[src/logic/ddw_pkg.sv]
package ddw_pkg;
    // Register byte offsets
    localparam logic [7:0] A_CTRL  = 8'h00;
    localparam logic [7:0] A_CONV  = 8'h04;
    localparam logic [7:0] A_SPEED = 8'h08;
    localparam logic [7:0] A_LIM0  = 8'h0C;
    localparam logic [7:0] A_VEL   = 8'h20;
    localparam logic [7:0] A_AVGT  = 8'h24;
    localparam logic [7:0] A_STAT  = 8'h28;
    localparam logic [7:0] A_MASK  = 8'h2C;
    localparam logic [7:0] A_STATE = 8'h30;
    localparam logic [7:0] A_TAVG  = 8'h34;
    localparam int         NQ      = 5;
    localparam int         TQ_IDX  = 4;
    // Field positions
    localparam int         EN_BIT   = 1;
    localparam int         ST_LOAD  = 0;
    localparam int         ST_TORQ  = 1;
    localparam int         SS_LOAD  = 0;
    localparam int         SS_TORQ  = 1;
    localparam int         SS_VFLAG = 2;
    localparam int         SS_CODE  = 8;
    // Reset values; limits reset to the values that disable them
    localparam logic [31:0] CTRL_RST  = 32'h0000_0000;
    localparam logic [15:0] LIM_MAX   = 16'h7FFF;
    localparam logic [15:0] LIM_MIN   = 16'h8000;
    localparam logic [3:0]  SPEED_RST = 4'h1;
    localparam logic [7:0]  WARN_CODE = 8'hAC;
    // Timing
    localparam int          CLK_NS      = 5;
    localparam int          TICK_NS     = 1000000;
    localparam int          TICK_CYCLES = TICK_NS / CLK_NS;
    localparam logic [17:0] HYST_RPM    = 18'h0000A;
    localparam logic [15:0] AUTO_MS1    = 16'h0FA0;
    localparam logic [15:0] AUTO_MS2    = 16'h07D0;
    localparam logic [15:0] AUTO_MS3    = 16'h03E8;
    localparam logic [5:0]  DIV_STEPS   = 6'h20;
    typedef enum logic [2:0] {
        TQ_OFF = 3'b001,
        TQ_ACC = 3'b010,
        TQ_DIV = 3'b100
    } ddw_tq_e;
endpackage
[src/logic/ddw_diag.sv]
// Behaviour
// Whole function runs only with enable bit 1
// Upper limit at maximum skips upper check
// Lower limit at minimum skips lower check
// Upper not above lower disables both checks
// Load judgment needs accumulated time and convergence
// Load judgment holds until disable or estimation off
// Active load judgment flags any breached estimate
// Estimate limits compared in 0.2 percent steps
// Zero convergence speed keeps load judgment off
// Velocity flag set inside set velocity window
// Velocity flag uses 10 r/min hysteresis
// Flag on starts averaging; judge after time
// Flag-to-judgment delay counts inside averaging time
// Torque judgment drops when velocity flag drops
// Zero averaging time computes no average
// Active torque judgment flags breached average
// Zero convergence time picks time from speed
// Warning stays sticky until read or disable
//
// The implementer's own choices: the placing of the registers and register access over AHB-Lite.
module ddw_diag
    import ddw_pkg::*;
#(
    parameter int TICK_CYC = TICK_CYCLES
)(
    input  wire logic        sys_clk,
    input  wire logic        rst_n,
    input  wire logic        hsel,
    input  wire logic [31:0] haddr,
    input  wire logic [1:0]  htrans,
    input  wire logic        hwrite,
    input  wire logic [2:0]  hsize,
    input  wire logic [31:0] hwdata,
    input  wire logic        hready,
    output logic      [31:0] hrdata,
    output logic             hreadyout,
    output logic             hresp,
    input  wire logic [15:0] estInertia,
    input  wire logic [15:0] estUnbalance,
    input  wire logic [15:0] estDynFriction,
    input  wire logic [15:0] estViscFriction,
    input  wire logic        estConverged,
    input  wire logic        estOperating,
    input  wire logic        rtEstEnable,
    input  wire logic [15:0] motorVelocity,
    input  wire logic [15:0] torqueCmd,
    output logic             diagVelocityFlag,
    output logic             diagWarning,
    output logic      [7:0]  diagWarningCode,
    output logic             irq
);
    // Settings and status
    logic [31:0] ctrl_reg;
    logic [15:0] convTime_reg;
    logic [3:0]  speed_reg;
    logic [15:0] limUp_reg [NQ];
    logic [15:0] limLo_reg [NQ];
    logic [15:0] setVel_reg;
    logic [15:0] velWidth_reg;
    logic [15:0] avgTime_reg;
    logic [1:0]  mask_reg;
    logic [1:0]  stat_reg;
    // Bus
    logic        wrPend_reg;
    logic [7:0]  wrAddr_reg;
    logic [31:0] hrdata_reg;
    // Block state
    logic [17:0] tick_reg;
    logic [15:0] convMs_reg;
    logic        loadAct_reg;
    logic        vflag_reg;
    ddw_tq_e     tq_reg;
    logic [15:0] tqCnt_reg;
    logic [31:0] tqSum_reg;
    logic [31:0] quo_reg;
    logic [16:0] rem_reg;
    logic [5:0]  step_reg;
    logic        neg_reg;
    logic [16:0] tavg_reg;
    logic        tqAct_reg;
    logic        warn_reg;
    logic [7:0]  code_reg;
    logic        irq_reg;

    wire         en = ctrl_reg[EN_BIT];
    wire         tick = (tick_reg == 18'(TICK_CYC - 1));

    // AHB-Lite decode; zero wait states, every transfer OKAY
    wire         addrPh = hsel && htrans[1] && hready;
    wire         rdAcc = addrPh && !hwrite;
    wire [7:0]   rdAddr = haddr[7:0];
    wire         rdStat = rdAcc && (haddr[31:8] == 24'h000000) && (rdAddr == A_STAT);
    wire         limW = wrPend_reg && (wrAddr_reg >= A_LIM0) && (wrAddr_reg < A_VEL);
    wire [2:0]   limIdx = 3'((wrAddr_reg - A_LIM0) >> 2);
    wire [2:0]   rdLimIdx = 3'((rdAddr - A_LIM0) >> 2);
    wire         rdLim = (rdAddr >= A_LIM0) && (rdAddr < A_VEL);
    logic [31:0] rdMux;

    always_comb
    begin
        rdMux = 32'h0000_0000;
        if (rdLim && rdAddr[1:0] == 2'b00)
            rdMux = {limLo_reg[rdLimIdx], limUp_reg[rdLimIdx]};
        else
            case (rdAddr)
                A_CTRL:  rdMux = ctrl_reg;
                A_CONV:  rdMux = {16'h0000, convTime_reg};
                A_SPEED: rdMux = {28'h0000000, speed_reg};
                A_VEL:   rdMux = {velWidth_reg, setVel_reg};
                A_AVGT:  rdMux = {16'h0000, avgTime_reg};
                A_STAT:  rdMux = {30'h00000000, stat_reg};
                A_MASK:  rdMux = {30'h00000000, mask_reg};
                A_STATE: rdMux = {16'h0000, code_reg, 5'h00, vflag_reg, tqAct_reg,
                                  loadAct_reg};
                A_TAVG:  rdMux = {{15{tavg_reg[16]}}, tavg_reg};
                default: rdMux = 32'h0000_0000;
            endcase
    end

    always_ff @(posedge sys_clk or negedge rst_n)
    begin
        if (!rst_n)
        begin
            wrPend_reg <= 1'b0;
            wrAddr_reg <= 8'h00;
            hrdata_reg <= 32'h0000_0000;
        end
        else
        begin
            wrPend_reg <= addrPh && hwrite && (haddr[31:8] == 24'h000000);
            wrAddr_reg <= rdAddr;
            if (rdAcc)
                hrdata_reg <= (haddr[31:8] == 24'h000000) ? rdMux : 32'h0000_0000;
        end
    end

    always_ff @(posedge sys_clk or negedge rst_n)
    begin
        if (!rst_n)
        begin
            ctrl_reg     <= CTRL_RST;
            convTime_reg <= 16'h0000;
            speed_reg    <= SPEED_RST;
            setVel_reg   <= 16'h0000;
            velWidth_reg <= 16'h0000;
            avgTime_reg  <= 16'h0000;
            mask_reg     <= 2'b00;
        end
        else if (wrPend_reg)
        begin
            case (wrAddr_reg)
                A_CTRL:  ctrl_reg <= hwdata;
                A_CONV:  convTime_reg <= hwdata[15:0];
                A_SPEED: speed_reg <= hwdata[3:0];
                A_VEL:
                begin
                    setVel_reg   <= hwdata[15:0];
                    velWidth_reg <= hwdata[31:16];
                end
                A_AVGT:  avgTime_reg <= hwdata[15:0];
                A_MASK:  mask_reg <= hwdata[1:0];
                default: ;
            endcase
        end
    end

    // Limit pairs are signed counts of 0.2 percent, same scale as the estimates
    generate
        for (genvar q = 0; q < NQ; q++)
        begin : g_lim
            always_ff @(posedge sys_clk or negedge rst_n)
            begin
                if (!rst_n)
                begin
                    limUp_reg[q] <= LIM_MAX;
                    limLo_reg[q] <= LIM_MIN;
                end
                else if (limW && wrAddr_reg[1:0] == 2'b00 && limIdx == 3'(q))
                begin
                    limUp_reg[q] <= hwdata[15:0];
                    limLo_reg[q] <= hwdata[31:16];
                end
            end
        end
    endgenerate

    // Millisecond enable
    always_ff @(posedge sys_clk or negedge rst_n)
    begin
        if (!rst_n)
            tick_reg <= 18'h00000;
        else
            tick_reg <= tick ? 18'h00000 : tick_reg + 18'h00001;
    end

    // Load-estimate judgment qualification
    logic [15:0] autoMs;
    always_comb
    begin
        case (speed_reg)
            4'h1:    autoMs = AUTO_MS1;
            4'h2:    autoMs = AUTO_MS2;
            default: autoMs = AUTO_MS3;
        endcase
    end
    wire [15:0] convTarget = (convTime_reg == 16'h0000) ? autoMs : convTime_reg;
    wire        loadKill = !en || !rtEstEnable || (speed_reg == 4'h0);
    wire        convDone = (convMs_reg >= convTarget) && estConverged;
    wire        loadAct_next = !loadKill && (loadAct_reg || convDone);

    always_ff @(posedge sys_clk or negedge rst_n)
    begin
        if (!rst_n)
        begin
            convMs_reg  <= 16'h0000;
            loadAct_reg <= 1'b0;
        end
        else
        begin
            loadAct_reg <= loadAct_next;
            // Operating time totals across pauses, so it only restarts on kill
            if (loadKill)
                convMs_reg <= 16'h0000;
            else if (tick && estOperating && convMs_reg != 16'hFFFF)
                convMs_reg <= convMs_reg + 16'h0001;
        end
    end

    // Velocity window with hysteresis
    wire signed [17:0] vel = 18'(signed'(motorVelocity));
    wire signed [17:0] winLo = 18'(signed'(setVel_reg)) - 18'(velWidth_reg);
    wire signed [17:0] winHi = 18'(signed'(setVel_reg)) + 18'(velWidth_reg);
    wire        inWin = (vel >= winLo) && (vel <= winHi);
    wire        outWin = (vel < winLo - signed'(HYST_RPM)) ||
                         (vel > winHi + signed'(HYST_RPM));
    wire        vflag_next = en && (vflag_reg ? !outWin : inWin);

    always_ff @(posedge sys_clk or negedge rst_n)
    begin
        if (!rst_n)
            vflag_reg <= 1'b0;
        else
            vflag_reg <= vflag_next;
    end

    // Torque averaging: one ms sample per tick, block average by serial divide
    wire        tqRun = vflag_reg && (avgTime_reg != 16'h0000);
    wire [31:0] sumNext = tqSum_reg + 32'(signed'(torqueCmd));
    wire [31:0] sumMag = sumNext[31] ? 32'(-sumNext) : sumNext;
    wire [16:0] remSh = {rem_reg[15:0], quo_reg[31]};
    wire        remGe = remSh >= {1'b0, avgTime_reg};
    wire        divLast = (step_reg == DIV_STEPS - 6'h01);
    ddw_tq_e    tq_next;

    always_comb
    begin
        tq_next = tq_reg;
        case (tq_reg)
            TQ_OFF:  if (tqRun) tq_next = TQ_ACC;
            TQ_ACC:  if (!tqRun) tq_next = TQ_OFF;
                     else if (tick && tqCnt_reg == avgTime_reg - 16'h0001)
                         tq_next = TQ_DIV;
            TQ_DIV:  if (!tqRun) tq_next = TQ_OFF;
                     else if (divLast) tq_next = TQ_ACC;
            default: tq_next = TQ_OFF;
        endcase
    end

    always_ff @(posedge sys_clk or negedge rst_n)
    begin
        if (!rst_n)
        begin
            tq_reg    <= TQ_OFF;
            tqCnt_reg <= 16'h0000;
            tqSum_reg <= 32'h0000_0000;
        end
        else
        begin
            tq_reg <= tq_next;
            if (tq_reg != TQ_ACC || tq_next != TQ_ACC)
            begin
                tqCnt_reg <= 16'h0000;
                tqSum_reg <= (tq_next == TQ_DIV) ? tqSum_reg + 32'(signed'(torqueCmd))
                                                 : 32'h0000_0000;
            end
            else if (tick)
            begin
                tqCnt_reg <= tqCnt_reg + 16'h0001;
                tqSum_reg <= tqSum_reg + 32'(signed'(torqueCmd));
            end
        end
    end

    always_ff @(posedge sys_clk or negedge rst_n)
    begin
        if (!rst_n)
        begin
            quo_reg  <= 32'h0000_0000;
            rem_reg  <= 17'h00000;
            step_reg <= 6'h00;
            neg_reg  <= 1'b0;
        end
        else if (tq_reg == TQ_ACC && tq_next == TQ_DIV)
        begin
            quo_reg  <= sumMag;
            rem_reg  <= 17'h00000;
            step_reg <= 6'h00;
            neg_reg  <= sumNext[31];
        end
        else if (tq_reg == TQ_DIV)
        begin
            rem_reg  <= remGe ? remSh - {1'b0, avgTime_reg} : remSh;
            quo_reg  <= {quo_reg[30:0], remGe};
            step_reg <= step_reg + 6'h01;
        end
    end

    // Sum and divide see the last sample, so the window equals the set time
    always_ff @(posedge sys_clk or negedge rst_n)
    begin
        if (!rst_n)
        begin
            tavg_reg  <= 17'h00000;
            tqAct_reg <= 1'b0;
        end
        else
        begin
            if (tq_reg == TQ_DIV && divLast && tqRun)
                tavg_reg <= neg_reg ? 17'(-{1'b0, quo_reg[14:0], remGe})
                                    : {1'b0, quo_reg[14:0], remGe};
            if (!tqRun)
                tqAct_reg <= 1'b0;
            else if (tq_reg == TQ_DIV && divLast)
                tqAct_reg <= 1'b1;
        end
    end

    // Limit comparisons, one per monitored quantity
    logic signed [16:0] qVal [NQ];
    logic [NQ-1:0]      exceed;
    assign qVal[0] = 17'(signed'(estInertia));
    assign qVal[1] = 17'(signed'(estUnbalance));
    assign qVal[2] = 17'(signed'(estDynFriction));
    assign qVal[3] = 17'(signed'(estViscFriction));
    assign qVal[TQ_IDX] = signed'(tavg_reg);
    generate
        for (genvar q = 0; q < NQ; q++)
        begin : g_cmp
            wire signed [16:0] up = 17'(signed'(limUp_reg[q]));
            wire signed [16:0] lo = 17'(signed'(limLo_reg[q]));
            wire pairOk = up > lo;
            wire upEn = pairOk && (limUp_reg[q] != LIM_MAX);
            wire loEn = pairOk && (limLo_reg[q] != LIM_MIN);
            assign exceed[q] = (upEn && qVal[q] > up) || (loEn && qVal[q] < lo);
        end
    endgenerate

    wire        loadEvt = loadAct_reg && (|exceed[3:0]);
    wire        torqEvt = tqAct_reg && exceed[TQ_IDX];
    logic [1:0] evt;
    logic [1:0] stat_next;
    assign evt[ST_LOAD] = loadEvt;
    assign evt[ST_TORQ] = torqEvt;
    // Reading clears, but an event in the same cycle survives the read
    assign stat_next = en ? ((rdStat ? 2'b00 : stat_reg) | evt) : 2'b00;

    always_ff @(posedge sys_clk or negedge rst_n)
    begin
        if (!rst_n)
        begin
            stat_reg <= 2'b00;
            warn_reg <= 1'b0;
            code_reg <= 8'h00;
            irq_reg  <= 1'b0;
        end
        else
        begin
            stat_reg <= stat_next;
            warn_reg <= |stat_next;
            code_reg <= (|stat_next) ? WARN_CODE : 8'h00;
            irq_reg  <= |(stat_next & mask_reg);
        end
    end

    assign hrdata           = hrdata_reg;
    assign hreadyout        = 1'b1;
    assign hresp            = 1'b0;
    assign diagVelocityFlag = vflag_reg;
    assign diagWarning      = warn_reg;
    assign diagWarningCode  = code_reg;
    assign irq              = irq_reg;
endmodule

[config.mk]
export PLATFORM = sky130hd
export DESIGN_NAME = ddw_diag
export DESIGN_NICKNAME = d
export VERILOG_FILES = /design/src/logic/ddw_pkg.sv /design/src/logic/ddw_diag.sv
export SDC_FILE = /design/constraint.sdc
export NUM_CORES = 2
export LEC_CHECK = 0
export ABC_AREA = 1
export BUFFER_PORTS_ARGS = -buffer_cell sky130_fd_sc_hd__buf_2
export CAP_MARGIN = 20
export CORE_MARGIN = 3
export CORE_UTILIZATION = 50
export DETAILED_ROUTE_END_ITERATION = 8
export GPL_TIMING_DRIVEN = 0
export PLACE_DENSITY_LB_ADDON = 0.12
export SYNTH_ARGS = -nofsm -noshare
export SYNTH_HDL_FRONTEND = slang
export SYNTH_SLANG_ARGS = --single-unit
[constraint.sdc]
create_clock -name sys_clk -period 4.04 [get_ports sys_clk]
set_clock_uncertainty 0.2 [all_clocks]
set_input_delay 0.404 -clock sys_clk [delete_from_list [all_inputs] [get_ports sys_clk]]
set_output_delay 0.404 -clock sys_clk [all_outputs]
set_load 0.1 [all_outputs]
==> flow_summary.yaml <==
layout:
  layout-drive-gt1-share_pct: 12.17
  n_fill_cell: 6941
  design_area_sq_um: 42080
  area_growth_pct: 15.09
  fin_nets: 6003
yosys:
  ys.flop_type: "dfrtp_1"
  ys_seq_elements: 467
  synth_area_leaders: "dfrtp_1, ha_1, nand2_1"
  netlist.top_cell.by_area: "dfrtp_1"
  synthCells: 5077
  synth_edf_count: 0
  synth_top_area_share_pct: 26.35
  seq_area_frac_synth_pct: 32.24
  ys_warn_count: 0
  synth_area_sq_um: 36560
  async_flop_share_pct: 100.0
  syn_avg_cell_area_sq_um: 7.202
  synth_cell_types: 68
run_status:
  outcome: "finished, violations left"
  violations: "setup timing"
power_and_ir_drop:
  power.total_w: 0.01143
  power-per-cell-area_nw_per_um2: 271.6
  ir_worst_vdd_v: 0.0003147
  leakagePower_nw: 23.78
clock_tree:
  cts_buffers: 53
  clkSinkCount: 467
  cts_tree: "built"
  clockBufferDepth: 3
  cts_root_buf: "clkbuf_16"
  insertion_delay_ns: 0.63
  path_clk_slew_ns: 0.07
  htreeDepth: 2
sta:
  setup_violations: 1
  clock.fmax_mhz: 228.5
  slew_headroom_pct: 29.08
  setup-tns-final_ns: -0.3356
  finalCriticalPeriod_ns: 4.376
  rsz0062_at_grt: "yes"
  tightest_slew_ns: 1.063
  final.setup.worst_slack_ns: -0.3356
  hold_viol_final: 0
  timing.final.crit_share_pct: 108.3
  slew_viol_final: 0
global_routing:
  grt_pass1_vias: 34170
  grt_pass1_wl_um: 198100
  grt_max_degree: 114
  grtUsageTotal_pct: 32.78
  overflow: 0
  antenna_found_initial: 5
min_path:
  hp-class: "in2reg"
  min_delay_worst_endpoint: "tqSum_reg[1]"
  hold_start: "torqueCmd[1]"
  hold_depth: 4
floorplan:
  die_y_um: 276.4
  die_width_um: 276.4
  core-area_sq_um: 71980
  die-area_sq_um: 76410
  io_pins: 218
  num_rows: 98
  start_util_pct: 50.80
setup_path:
  rrSetupSlack_ns: -0.34
  crit_path_end_kind: "flip-flop"
  worstPathRequired_ns: 4.40
  r2r-start: "velWidth_reg[2]"
  r2r_cells: 27
  r2r-end: "diagVelocityFlag"
  crit_type: "reg2reg"
  cp-start-kind: "flip-flop"
  crit_fanout: 5
  cp.arrival_ns: 4.74
route:
  drc: 0
  drtIter0Drc: 3585
  via_count: 36610
  wirelength_um: 129700
  routedWlPerCell_um: 20.23
  ant_nets: 0
  via_per_inst: 5.713
  first_pass_iters: 6
place:
  routabilityCongestion: 1.006
  io_buffer_count: 207
  dpl_cell_area_sq_um: 38950
  dpl_worst_slack_ns: -1.086
  dp.final_hpwl_um: 101200
flow_run:
  drv_cap: 0
[per-layer routing]
| metal | wire length [um] | part of all wire, % | GRT usage [%] |
|---|---|---|---|
| met1 | 55470 | 43 | 45.00 |
| met4 | 6050 | 4.7 | 13.87 |
| met2 | 57830 | 45 | 51.71 |
| met5 | 59 | 0.046 | 0 |
| met3 | 10260 | 7.9 | 4.872 |
[synth_stat cells, types with 34 or more instances]
master    count
nor3_1       79
nor2_1      314
nand3_1     270
a31oi_1      34
o21ai_0     519
a21oi_1     284
nor4_1       44
nand4_1     115
dfstp_2      82
dfrtp_1     385
xor2_1      106
nand2_1    1253
ha_1        415
clkbuf_1    117
inv_1       708
[cells by family (layout without fill, tap and decap cells)]
family                     count (synthesis)  count (layout)  synth area share (%)
buffers and inverters                    881            1256                 9.304
AOI/OAI and AO/OA                       1024            1024                 15.55
DFF                                      467             467                 32.24
xor gates and xnor gates                 134             134                 3.210
and+or+nand+nor                         2150            2150                 25.25
other                                      2               9               0.02054
adders and majority gates                419             419                 14.42
[critical path, cell delays in order (launching register included)]
cell	delay (ns)
dfrtp_1	0.37
inv_1	0.09
ha_4	0.27
buf_6	0.13
inv_2	0.07
nor3_4	0.25
nand3_2	0.14
nand3_4	0.12
a21oi_4	0.07
buf_4	0.14
xor2_1	0.17
inv_1	0.12
nand2_2	0.09
nor2_4	0.15
nand4_1	0.24
xnor2_1	0.24
ha_1	0.28
nand2_1	0.09
inv_2	0.05
nand2_2	0.08
a31oi_4	0.10
a2111oi_4	0.21
nand3_1	0.13
xnor2_1	0.18
nand2_2	0.10
nand2_2	0.07
nand2_2	0.05
a21oi_2	0.10
[area by class of cell]
class / count / area, sq um / area share (%)
sequential: 467 / 11800 / 28.04
antenna: 3 / 7.507 / 0.01784
timing repair buffer: 278 / 1718 / 4.082
clock buffer: 65 / 1451 / 3.449
tap: 950 / 1189 / 2.825
inverter: 727 / 2740 / 6.511
multi-input combinational: 3733 / 22060 / 52.43
clock inverter: 35 / 439.2 / 1.044
buffer: 151 / 673.1 / 1.600
[worst max path at each step]
stage,startpoint,to,slack [ns],cells after the start
after CTS,setVel_reg[0],diagVelocityFlag,-0.42,25
after global placement,rst_n,tick_reg[9],-7.38,1
after floorplan,setVel_reg[0],diagVelocityFlag,0.01,27
final,velWidth_reg[2],diagVelocityFlag,-0.34,27
after detailed placement,setVel_reg[0],diagVelocityFlag,-1.09,27
after global routing,velWidth_reg[2],diagVelocityFlag,-0.57,30
[cells in the final DEF, fill, tap and decap left out, types with 17 or more instances in the layout]
cell type | Yosys | layout
nand2_1 | 1253 | 1233
inv_1 | 708 | 696
o21ai_0 | 519 | 511
ha_1 | 415 | 405
dfrtp_1 | 385 | 375
nor2_1 | 314 | 302
a21oi_1 | 284 | 272
nand3_1 | 270 | 261
buf_2 | 17 | 222
nand4_1 | 115 | 115
clkbuf_1 | 117 | 115
xor2_1 | 106 | 88
dfstp_2 | 82 | 82
nor3_1 | 79 | 75
buf_4 | 13 | 61
clkbuf_16 | 0 | 53
nor4_1 | 44 | 44
a31oi_1 | 34 | 33
o31ai_1 | 30 | 29
xnor2_1 | 28 | 28
inv_2 | 13 | 22
nand2_2 | 4 | 21
or2_2 | 18 | 18
xor2_2 | 0 | 18
o21ai_1 | 16 | 17
a211oi_1 | 18 | 17
[through the flow]
stage | util (%) | hold WS [ns] | std cells
2_1_floorplan | - | -0.09159 | 5081
3_3_place_gp | 53.91 | 0.2573 | 6238
3_5_place_dp | 54.12 | 0.1889 | 6244
4_1_cts | 57.67 | 0.07647 | 6382
5_1_grt | 58.46 | 0.1075 | 6406
6_report | 58.47 | 0.1015 | 6409
[where the power goes]
part | leakage, nW | internal [W] | switching (W)
combinational | 17.8 | 0.000387 | 0.00105
clock | 0.897 | 0.00309 | 0.00216
sequential | 5.09 | 0.00472 | 0.0000231
[repair_timing]
action                                  in CTS  in global routing
pin swaps                                   35                 53
hold buffers                                16                  0
endpoints found under the setup margin      15                 19
gates resized for setup                     78                 95
setup buffers                               23                 26
endpoints found under the hold margin       78                  0
Power figures use the tool's default switching activity.
